<file path="src/verilog/mbxr_pkg.sv">
// constants for the modbus slave exception responder
package mbxr_pkg;
   // register addresses of the display set-up group
   localparam logic [15:0] ADDR_TEMP_UNIT   = 16'h0081;
   localparam logic [15:0] ADDR_DEC_POINT   = 16'h009B;
   localparam logic [15:0] ADDR_MAINS_FREQ  = 16'h00A6;
   localparam logic [15:0] ADDR_LANGUAGE    = 16'h00C0;
   localparam logic [15:0] ADDR_RATIO2_EN   = 16'h00D0;
   // largest legal value of each register
   localparam logic [15:0] MAX_TEMP_UNIT    = 16'h0002;
   localparam logic [15:0] MAX_DEC_POINT    = 16'h0003;
   localparam logic [15:0] MAX_MAINS_FREQ   = 16'h0001;
   localparam logic [15:0] MAX_LANGUAGE     = 16'h0004;
   localparam logic [15:0] MAX_RATIO2_EN    = 16'h0001;
   // reset values
   localparam logic [15:0] RST_TEMP_UNIT    = 16'h0000;
   localparam logic [15:0] RST_DEC_POINT    = 16'h0000;
   localparam logic [15:0] RST_MAINS_FREQ   = 16'h0000;
   localparam logic [15:0] RST_LANGUAGE     = 16'h0000;
   localparam logic [15:0] RST_RATIO2_EN    = 16'h0000;
   // function codes
   localparam logic [7:0]  FC_READ_HOLD     = 8'h03;
   localparam logic [7:0]  FC_READ_INPUT    = 8'h04;
   localparam logic [7:0]  FC_WRITE_SINGLE  = 8'h06;
   localparam logic [7:0]  FC_WRITE_MULTI   = 8'h10;
   localparam logic [7:0]  FC_READ_FILE     = 8'h14;
   localparam logic [7:0]  FC_EXC_FLAG      = 8'h80;
   // exception codes
   localparam logic [7:0]  EXC_ILL_FUNC     = 8'h01;
   localparam logic [7:0]  EXC_ILL_ADDR     = 8'h02;
   localparam logic [7:0]  EXC_ILL_VALUE    = 8'h03;
   localparam logic [7:0]  EXC_DEV_FAIL     = 8'h04;
   localparam logic [7:0]  EXC_BUSY         = 8'h06;
   localparam logic [7:0]  EXC_NAK          = 8'h07;
   localparam logic [7:0]  EXC_BUF_OVF      = 8'h09;
   // sizes
   localparam int          NUM_REGS         = 5;
   localparam logic [7:0]  MAX_READ_COUNT   = 8'h05;
   localparam logic [7:0]  MAX_FILE_WORDS   = 8'h7D;
   localparam logic [2:0]  REG_NONE         = 3'h7;
   // response kinds
   typedef enum logic [1:0]
   {
      MBXR_RSP_NONE   = 2'b00,
      MBXR_RSP_NORMAL = 2'b01,
      MBXR_RSP_EXC    = 2'b10
   } mbxr_rsp_e;
endpackage : mbxr_pkg

</file>
<file path="src/verilog/mbxr_reg_bank.sv">
// display set-up register bank with range check
`timescale 1ns/100ps
`default_nettype none
module mbxr_reg_bank
   import mbxr_pkg::*;
(
   // clock and reset
   input  wire logic        ref_clk,
   input  wire logic        sys_rst,
   // access
   input  wire logic [2:0]  sel_idx,
   input  wire logic        wr_en,
   input  wire logic [15:0] wr_data,
   // results
   output logic      [15:0] rd_data,
   output logic             val_ok,
   // direct views
   output logic      [15:0] temp_unit,
   output logic      [15:0] dec_point,
   output logic      [15:0] mains_freq,
   output logic      [15:0] language,
   output logic      [15:0] ratio2_en
);
   localparam logic [15:0] MAXV [NUM_REGS] = '{MAX_TEMP_UNIT, MAX_DEC_POINT,
      MAX_MAINS_FREQ, MAX_LANGUAGE, MAX_RATIO2_EN};
   localparam logic [15:0] RSTV [NUM_REGS] = '{RST_TEMP_UNIT, RST_DEC_POINT,
      RST_MAINS_FREQ, RST_LANGUAGE, RST_RATIO2_EN};

   logic [15:0] bank_r [NUM_REGS];

   genvar g;
   generate
      for (g = 0; g < NUM_REGS; g++)
      begin : g_reg
         always_ff @(posedge ref_clk or posedge sys_rst)
         begin
            if (sys_rst)
               bank_r[g] <= RSTV[g];
            else if (wr_en && sel_idx == 3'(g) && wr_data <= MAXV[g])
               bank_r[g] <= wr_data;
         end
      end
   endgenerate

   always_comb
   begin
      rd_data = 16'h0000;
      val_ok  = 1'b0;
      if (sel_idx < 3'(NUM_REGS))
      begin
         rd_data = bank_r[sel_idx];
         val_ok  = (wr_data <= MAXV[sel_idx]);
      end
   end

   assign temp_unit  = bank_r[0];
   assign dec_point  = bank_r[1];
   assign mains_freq = bank_r[2];
   assign language   = bank_r[3];
   assign ratio2_en  = bank_r[4];
endmodule : mbxr_reg_bank
`default_nettype wire

</file>
<file path="src/verilog/mbxr_responder.sv">
// modbus slave query decision and exception encoding
`timescale 1ns/100ps
`default_nettype none
module mbxr_responder
   import mbxr_pkg::*;
(
   // clock and reset
   input  wire logic        ref_clk,
   input  wire logic        sys_rst,
   // parsed query from the framing logic
   input  wire logic        qry_valid,
   input  wire logic        qry_comm_err,
   input  wire logic [7:0]  qry_slave_addr,
   input  wire logic [7:0]  qry_func,
   input  wire logic [15:0] qry_reg_addr,
   input  wire logic [15:0] qry_value,
   input  wire logic [7:0]  qry_file_words,
   // device condition
   input  wire logic        dev_fault,
   input  wire logic        dev_busy,
   input  wire logic        dev_nak,
   // response to the framing and crc logic
   output logic             rsp_valid,
   output logic             rsp_exception,
   output logic [7:0]       rsp_slave_addr,
   output logic [7:0]       rsp_func,
   output logic [7:0]       rsp_exc_code,
   output logic [15:0]      rsp_data,
   output logic             rsp_dropped,
   // display set-up values
   output logic [15:0]      temp_unit,
   output logic [15:0]      dec_point,
   output logic [15:0]      mains_freq,
   output logic [15:0]      language,
   output logic [15:0]      ratio2_en
);
   logic        rsp_valid_r;
   logic        rsp_exc_r;
   logic [7:0]  rsp_addr_r;
   logic [7:0]  rsp_func_r;
   logic [7:0]  rsp_code_r;
   logic [15:0] rsp_data_r;
   logic        drop_r;
   logic [2:0]  sel_idx;
   logic        is_write;
   logic        wr_en;
   logic [15:0] rd_data;
   logic        val_ok;
   mbxr_rsp_e   kind_nxt;
   logic [7:0]  code_nxt;

   // address decode, shared by read and write paths
   function automatic logic [2:0] reg_index(input logic [15:0] a);
      case (a)
         ADDR_TEMP_UNIT:  reg_index = 3'h0;
         ADDR_DEC_POINT:  reg_index = 3'h1;
         ADDR_MAINS_FREQ: reg_index = 3'h2;
         ADDR_LANGUAGE:   reg_index = 3'h3;
         ADDR_RATIO2_EN:  reg_index = 3'h4;
         default:         reg_index = REG_NONE;
      endcase
   endfunction : reg_index

   assign sel_idx  = reg_index(qry_reg_addr);
   assign is_write = (qry_func == FC_WRITE_SINGLE) || (qry_func == FC_WRITE_MULTI);

   // priority: comm error, function, busy, state, nak, file size, address, value
   always_comb
   begin
      kind_nxt = MBXR_RSP_NORMAL;
      code_nxt = 8'h00;
      if (qry_comm_err)
         kind_nxt = MBXR_RSP_NONE;
      else if (qry_func[7] || !(qry_func == FC_READ_HOLD || qry_func == FC_READ_INPUT
               || is_write || qry_func == FC_READ_FILE))
      begin
         kind_nxt = MBXR_RSP_EXC;
         code_nxt = EXC_ILL_FUNC;
      end
      else if (dev_busy)
      begin
         kind_nxt = MBXR_RSP_EXC;
         code_nxt = EXC_BUSY;
      end
      else if (dev_fault)
      begin
         kind_nxt = MBXR_RSP_EXC;
         code_nxt = EXC_DEV_FAIL;
      end
      else if (dev_nak)
      begin
         kind_nxt = MBXR_RSP_EXC;
         code_nxt = EXC_NAK;
      end
      else if (qry_func == FC_READ_FILE)
      begin
         if (qry_file_words > MAX_FILE_WORDS)
         begin
            kind_nxt = MBXR_RSP_EXC;
            code_nxt = EXC_BUF_OVF;
         end
      end
      else if (sel_idx == REG_NONE)
      begin
         kind_nxt = MBXR_RSP_EXC;
         code_nxt = EXC_ILL_ADDR;
      end
      else if (is_write && !val_ok)
      begin
         kind_nxt = MBXR_RSP_EXC;
         code_nxt = EXC_ILL_VALUE;
      end
      else if (!is_write && qry_value[7:0] > MAX_READ_COUNT)
      begin
         // a read count is range-checked against the bank size
         kind_nxt = MBXR_RSP_EXC;
         code_nxt = EXC_ILL_VALUE;
      end
   end

   // writes land only when the query is answered normally
   assign wr_en = qry_valid && is_write && (kind_nxt == MBXR_RSP_NORMAL);

   mbxr_reg_bank u_bank
   (
      .ref_clk    (ref_clk),
      .sys_rst    (sys_rst),
      .sel_idx    (sel_idx),
      .wr_en      (wr_en),
      .wr_data    (qry_value),
      .rd_data    (rd_data),
      .val_ok     (val_ok),
      .temp_unit  (temp_unit),
      .dec_point  (dec_point),
      .mains_freq (mains_freq),
      .language   (language),
      .ratio2_en  (ratio2_en)
   );

   // response strobe and drop flag, one cycle after the query
   always_ff @(posedge ref_clk or posedge sys_rst)
   begin
      if (sys_rst)
      begin
         rsp_valid_r <= 1'b0;
         drop_r      <= 1'b0;
      end
      else
      begin
         rsp_valid_r <= qry_valid && (kind_nxt != MBXR_RSP_NONE);
         drop_r      <= qry_valid && (kind_nxt == MBXR_RSP_NONE);
      end
   end

   // response fields held until the next answered query; a dropped query leaves them
   always_ff @(posedge ref_clk or posedge sys_rst)
   begin
      if (sys_rst)
      begin
         rsp_exc_r  <= 1'b0;
         rsp_addr_r <= 8'h00;
         rsp_func_r <= 8'h00;
         rsp_code_r <= 8'h00;
         rsp_data_r <= 16'h0000;
      end
      else if (qry_valid && kind_nxt != MBXR_RSP_NONE)
      begin
         rsp_addr_r <= qry_slave_addr;
         if (kind_nxt == MBXR_RSP_EXC)
         begin
            rsp_exc_r  <= 1'b1;
            rsp_func_r <= qry_func | FC_EXC_FLAG;
            rsp_code_r <= code_nxt;
            rsp_data_r <= 16'h0000;
         end
         else
         begin
            rsp_exc_r  <= 1'b0;
            rsp_func_r <= qry_func;
            rsp_code_r <= 8'h00;
            rsp_data_r <= is_write ? qry_value : rd_data;
         end
      end
   end

   assign rsp_valid      = rsp_valid_r;
   assign rsp_exception  = rsp_exc_r;
   assign rsp_slave_addr = rsp_addr_r;
   assign rsp_func       = rsp_func_r;
   assign rsp_exc_code   = rsp_code_r;
   assign rsp_data       = rsp_data_r;
   assign rsp_dropped    = drop_r;
endmodule : mbxr_responder
`default_nettype wire

</file>
<file path="config.mk">
export PLATFORM = sky130hd
export DESIGN_NAME = mbxr_responder
export DESIGN_NICKNAME = d
export VERILOG_FILES = /design/src/verilog/mbxr_pkg.sv /design/src/verilog/mbxr_reg_bank.sv /design/src/verilog/mbxr_responder.sv
export SDC_FILE = /design/constraint.sdc
export NUM_CORES = 1
export LEC_CHECK = 0
export BUFFER_PORTS_ARGS = -buffer_cell sky130_fd_sc_hd__buf_2
export CAP_MARGIN = 20
export CORE_ASPECT_RATIO = 1.4
export CORE_MARGIN = 3
export CORE_UTILIZATION = 54
export DETAILED_ROUTE_END_ITERATION = 10
export PLACE_DENSITY = 0.85
export SETUP_SLACK_MARGIN = 0.1
export SYNTH_ARGS = -nofsm -noshare
export SYNTH_HDL_FRONTEND = slang
export SYNTH_SLANG_ARGS = --single-unit
</file>
<file path="constraint.sdc">
create_clock -name ref_clk -period 7.98 [get_ports ref_clk]
set_clock_uncertainty 0.05 [all_clocks]
set_input_delay 0.399 -clock ref_clk [delete_from_list [all_inputs] [get_ports ref_clk]]
set_output_delay 0.399 -clock ref_clk [all_outputs]
set_load 0.005 [all_outputs]
</file>
==> impl_metrics.csv, run 1 <==
group,metric,value,unit
run_status,outcome,"complete, no violations",
global_routing,grt_pass1_vias,4899,
synth,synth_edf_count,0,
detailed_routing,wl,15470,microns
cts,cts_hold_buf,0,
global_routing,grt_pass1_wl,24910,microns
timing,worst_pin_slew,0.9940,ns
layout,n_antenna_cell,0,
placement,pre_cts_slack,3.177,ns
critical_path,crit_path_start_kind,"primary input",
layout,seqCellArea,2978,sq um
critical_path,critPathMaxFanout,18,
synth,yosysMostFrequentCell,"nand2_1",
layout,fin_nets,804,
timing,setup_viol,0,
cts,cts-resized-gates,0,
synth,yosysTopAreaCell,"dfrtp_1",
worst_hold_path,hp-class,"primary input to asynchronous set/reset pin",
critical_path,cp.required,8.23,ns
job,maxCapViolCount,0,
critical_path,rrSetupSlack,6.87,ns
critical_path,worstSetupEndpointType,"register",
detailed_routing,vias,4916,
detailed_routing,drt-vias-per-instance,5.580,
timing,setup_ws,3.589,ns
timing,drv_slew,0,
timing,final_hold_viol_count,0,
pwr,power_leakage,3.862,nW
pwr,p_per_area,205.5,nW/um^2
critical_path,crit_type,"primary input to register",
synth,synthTopCellsByArea,"dfrtp_1 55%, nand2_1 9.2%, and2_1 5.2%",
layout,stdcell_count,881,
placement,io_buffers,180,
synth,syn_area,5401,sq um
floorplanning,core.rowCount,42,
timing,rsz0062_at_grt,"no",
timing,fmax,0.2277,GHz
critical_path,arrival,4.64,ns
synth,async_flop_share,100.0,%
timing,fin_tns_setup,0,ns
cts,cts_buffers,17,
cts,clock_latency,0.42,ns
floorplanning,num_io_pins,186,
synth,synth_cell_types,42,
cts,clk_pin_slew_worst_paths,0.06,ns
cts,cts_setup_buffers,0,
synth,syn_area_per_cell,9.680,sq um
layout,multi_input_area,2255,sq um
floorplanning,dieArea,11260,sq um
timing,period_share,55.03,%
detailed_routing,firstDrtPassIters,5,
placement,place_hpwl,10910,microns
detailed_routing,wl_per_cell,17.56,microns
synth,synth_top_area_share,55.13,%
cts,cts_buffer_depth,2,
detailed_routing,ant_nets,0,
synth,ys_seq_elements,119,
layout,layout-drive-gt1-share,29.77,%
floorplanning,coreArea,9617,sq um
global_routing,grt_max_degree,69,
floorplanning,die_h,124.3,microns
layout,final_area,6974,sq um
timing,max_slew_margin,32.89,%
placement,dp_cells,845,
cts,cts_sinks,119,
cts,cts-htree-levels,4,
floorplanning,start_util,56.17,%
layout,finish.utilization,72.52,%
global_routing,gr-usage-all-layers,28.22,%
pwr,peakVddDrop,0.0001648,V
cts,root_buffer,"clkbuf_16",
synth,synth_common_cells,"132 x nand2_1, 119 x dfrtp_1, 45 x and2_1, 34 x nor2b_1, 26 x nand3_1",
global_routing,grt.overflow.total,0,
synth,syn_inst,558,
synth,yosys_warnings,0,
placement,postPlaceCellArea,6361,sq um
detailed_routing,drc_errors,0,
synth,synth-seq-area-share,55.13,%
synth,ys.flop_type,"dfrtp_1",
timing,finalCriticalPeriod,4.391,ns
cts,tritoncts,"done",
global_routing,antenna_found_initial,0,
floorplanning,chipWidth,90.53,microns
layout,n_fill_cell,709,
placement,gp_congestion,0.8715,
detailed_routing,drt_iter0_drc,267,
layout,area_growth,29.12,%
[registers in the layout (all words and copies together), names as in the netlist, 8 cells and up]
register,count
u_bank.temp_unit,16
u_bank.mains_freq,16
u_bank.ratio2_en,16
rsp_slave_addr,8
u_bank.dec_point,16
u_bank.language,16
rsp_func,8
rsp_data,16
[power breakdown]
| part | total (mW) | leakage [nW] | switching, mW | internal (mW) |
|---|---|---|---|---|
| registers | 0.619 | 1.62 | 0.00490 | 0.614 |
| logic | 0.0738 | 1.97 | 0.0461 | 0.0277 |
| clock network | 0.740 | 0.275 | 0.282 | 0.459 |
[cell families after synthesis]
| logic type | Yosys count | share of synthesized area (%) |
|---|---|---|
| muxes | 9 | 1.876 |
| adders and majority gates | 5 | 1.158 |
| DFF | 119 | 55.13 |
| buffers and inverters | 41 | 3.428 |
| other | 1 | 0.06943 |
| AOI/OAI and AO/OA | 78 | 10.03 |
| and+or+nand+nor | 305 | 28.31 |
[critical path: stages]
cell	delay, ns
buf_2	0.09
nor3_1	0.23
and4_1	0.33
nand3_1	0.60
nand2_1	0.24
nand3_1	0.13
ha_1	0.34
nand2b_1	0.10
ha_1	0.16
nor2b_1	0.06
o21a_1	0.17
o21ai_0	0.15
nand3_1	0.16
a21oi_2	0.25
nand4_1	0.65
mux2_1	0.57
[layer usage]
| metal | vias up | wire, microns | GRT usage, % |
|---|---|---|---|
| met1 | 2403 | 6180 | 34.12 |
| met4 | 0 | 393 | 10.73 |
| met2 | 226 | 7769 | 46.79 |
| met3 | 36 | 1123 | 9.184 |
| met5 | - | 0 | 0 |
| li1 | 2251 | - | - |
[through the flow]
step,total power [mW],hold WS [ns]
finish,1.433,0.01201
global route,1.481,0.06176
CTS,1.438,0.03829
detailed placement,0.7034,0.4086
global placement,0.6997,0.4024
floorplan,0.6645,0.4173
[layout make-up]
cell class / instances / share of cell area [%]
well taps: 132 / 2.368
clock inverters: 15 / 2.207
inverters: 10 / 0.5741
flip-flops and latches: 119 / 42.70
multi-input cells: 401 / 32.33
repair buffers: 187 / 13.72
clock buffers: 17 / 6.100
[final timing paths]
kind,to,from,cells past startpoint
worst max-delay path,u_bank.dec_point[0],qry_reg_addr[9],16
worst max register to register,rsp_data[15],u_bank.language[15],4
worst min register to register,rsp_func[3],rsp_func[3],2
worst min-delay path,rsp_slave_addr[4],sys_rst,2
min in group ref_clk,rsp_slave_addr[5],qry_slave_addr[5],3
max in group asynchronous,rsp_data[10],sys_rst,3
[layout by cell type (no fill, tap or decap), drive strengths merged, types with 3 or more instances in the layout]
| cell type | instances |
|---|---|
| a21oi | 24 |
| a22oi | 16 |
| and2 | 45 |
| and3 | 3 |
| buf | 187 |
| clkbuf | 17 |
| clkinv | 7 |
| clkinvlp | 4 |
| conb | 4 |
| dfrtp | 119 |
| ha | 5 |
| inv | 12 |
| mux2 | 9 |
| nand2 | 132 |
| nand2b | 20 |
| nand3 | 26 |
| nand4 | 4 |
| nor2 | 13 |
| nor2b | 34 |
| nor3 | 9 |
| o2111ai | 17 |
| o21a | 3 |
| o21ai | 8 |
| or3 | 4 |
| or4 | 5 |
No activity file was read; power rests on OpenSTA's default activity.
==> run 2, diff against run 1 <==
- CORE_UTILIZATION: 54 -> 50
- PLACE_DENSITY: 0.85 -> 0.8
- clock period: 7.98 -> 4.2 ns (I/O delays scaled with it)
==> run 2 against run 1 <==
Die area up 7.5%. Total power up 100%. Worst hold slack gained 0.021 ns. Design area is 4.3% higher. First-iteration DRC count shrank 23%. Routed wire length grew 5.4%. Utilization shrank 3.0 points. Clock-buffer cell count did not move. Final cell count rose by 3.5%.
==> impl_metrics.csv, run 2 (synthesis gave the netlist of run 1 again) <==
group,metric,value,unit
run_status,outcome,"complete, no violations",
critical_path,arrival,3.75,ns
pwr,peakVddDrop,0.0002934,V
cts,cts-htree-levels,4,
critical_path,max_stage_delay,0.61,ns
critical_path,crit_family,"simple AND/OR/NAND/NOR gates",
job,maxCapViolCount,0,
timing,setup_ws,0.6907,ns
detailed_routing,vias,5056,
pwr,power.internal,2.238,mW
timing,fmax,0.2850,GHz
worst_hold_path,whs_path_depth,3,
cts,cts_buffers,17,
cts,root_buffer,"clkbuf_16",
layout,area_growth,34.65,%
cts,cts_sinks,119,
placement,dp_cells,863,
layout,layout-drive-gt1-share,30.23,%
detailed_routing,drc_errors,0,
pwr,p_comb_share,5.3,%
pwr,p_seq_share,40.7,%
timing,period_share,83.56,%
timing,drv_slew,0,
critical_path,crit_path_start_kind,"primary input",
critical_path,crit_chain,"buf_2 > nor4b_1 > nand3_1 > a21o_1 > buf_4 > ha_1 > nand2b_1 > ha_1 > nor2b_1 > o21a_1 > o21ai_0 > nand3_1 > a211oi_2 > and4_1 > mux2_1",
critical_path,crit_cells,15,
timing,finalCriticalPeriod,3.509,ns
pwr,power_leakage,4.007,nW
pwr,switchingPower,655.6,uW
detailed_routing,drt_iter0_drc,205,
placement,gp_congestion,0.8981,
global_routing,grt_pass1_wl,25150,microns
critical_path,cp.required,4.44,ns
critical_path,r2r_cells,4,
cts,clock_latency,0.41,ns
timing,setup_viol,0,
floorplanning,coreArea,10460,sq um
timing,fin_tns_setup,0,ns
global_routing,gr-usage-all-layers,27.03,%
pwr,p_per_area,397.8,nW/um^2
global_routing,grt.overflow.total,0,
critical_path,crit_type,"primary input to register",
timing,worst_pin_slew,0.9842,ns
floorplanning,dieArea,12100,sq um
global_routing,grt_max_degree,53,
layout,final_cell_mix,"180 x buf_2, 132 x nand2_1, 119 x dfrtp_1",
timing,max_slew_margin,33.55,%
floorplanning,start_util,51.64,%
placement,pre_cts_slack,0.3021,ns
floorplanning,chipWidth,93.84,microns
detailed_routing,firstDrtPassIters,5,
detailed_routing,wl,16310,microns
detailed_routing,wl_per_cell,17.88,microns
floorplanning,num_io_pins,186,
cts,cts_setup_buffers,0,
placement,io_buffers,180,
pwr,switching_share,22.66,%
placement,place_hpwl,11570,microns
detailed_routing,drt-vias-per-instance,5.544,
timing,holdWs,0.03254,ns
floorplanning,core.rowCount,44,
cts,tritoncts,"done",
pwr,clock_power_share,54.0,%
timing,rsz0062_at_grt,"no",
layout,final_common_cell,"buf_2",
critical_path,crit_buf_inv,2,
global_routing,antenna_found_initial,0,
critical_path,critPathMaxFanout,19,
global_routing,grt_pass1_vias,4985,
cts,clk_pin_slew_worst_paths,0.06,ns
layout,fin_nets,829,
cts,cts_buffer_depth,2,
layout,final_area,7273,sq um
critical_path,slowest_stage,"nor4b_1",
detailed_routing,ant_nets,0,
worst_hold_path,hp-class,"primary input to register",
timing,final_hold_viol_count,0,
floorplanning,die_h,129.0,microns
layout,stdcell_count,912,
layout,n_antenna_cell,0,
critical_path,worstSetupEndpointType,"register",
placement,postPlaceCellArea,6459,sq um
## run 2: worst reg2reg max path, cell delays in order (launching register included)
cell and delay, ns:
dfrtp_1 0.36, nand2_1 0.07, nand3_1 0.10, o2111ai_1 0.17, a22oi_1 0.20
## run 2: final timing paths
path	start	endpoint	slack [ns]
worst min-delay path	qry_func[2]	rsp_func[2]	0.03
max in group asynchronous	sys_rst	u_bank.dec_point[1]	2.79
min in group asynchronous	sys_rst	rsp_exc_code[1]	0.30
worst max-delay path	qry_reg_addr[1]	u_bank.temp_unit[1]	0.69
worst max register to register	u_bank.language[10]	rsp_data[10]	3.16
worst min register to register	rsp_slave_addr[3]	rsp_slave_addr[3]	0.42
## run 2: area by class of cell
type | count | area [sq um]
Fill cell | 804 | 3187
Sequential cell | 119 | 2978
Multi-Input combinational cell | 401 | 2255
Timing Repair Buffer | 212 | 1186
Clock buffer | 17 | 425.4
Clock inverter | 15 | 216.5
Tap cell | 138 | 172.7
Inverter | 10 | 40.04
## run 2: layer usage
metal / GRT usage (%) / vias up / routed length [microns]
met3: 5.731 / 36 / 1048
met5: 0 / - / 0
li1: - / 2311 / -
met2: 47.51 / 232 / 8530
met1: 31.96 / 2477 / 6321
met4: 11.05 / 0 / 405
## run 2: through the flow
| stage | util, % | total power, mW |
|---|---|---|
| 3_3_place_gp | 61.75 | 1.332 |
| 4_1_cts | 69.22 | 2.910 |
| 2_1_floorplan | - | 1.263 |
| 3_5_place_dp | 61.75 | 1.339 |
| 6_report | 69.53 | 2.893 |
| 5_1_grt | 69.53 | 2.991 |
## run 2: power groups by stage
stage / clock network [mW] / logic (mW) / registers (mW)
floorplan: 0 / 0.0635 / 1.20
global placement: 0 / 0.137 / 1.20
global route: 1.64 / 0.171 / 1.18
CTS: 1.58 / 0.153 / 1.18
finish: 1.56 / 0.153 / 1.18
detailed placement: 0 / 0.142 / 1.20
## run 2: repair_timing
item	CTS	global route
hold buffers	14	0
hold endpoints to repair	44	0
gates resized for setup	0	0
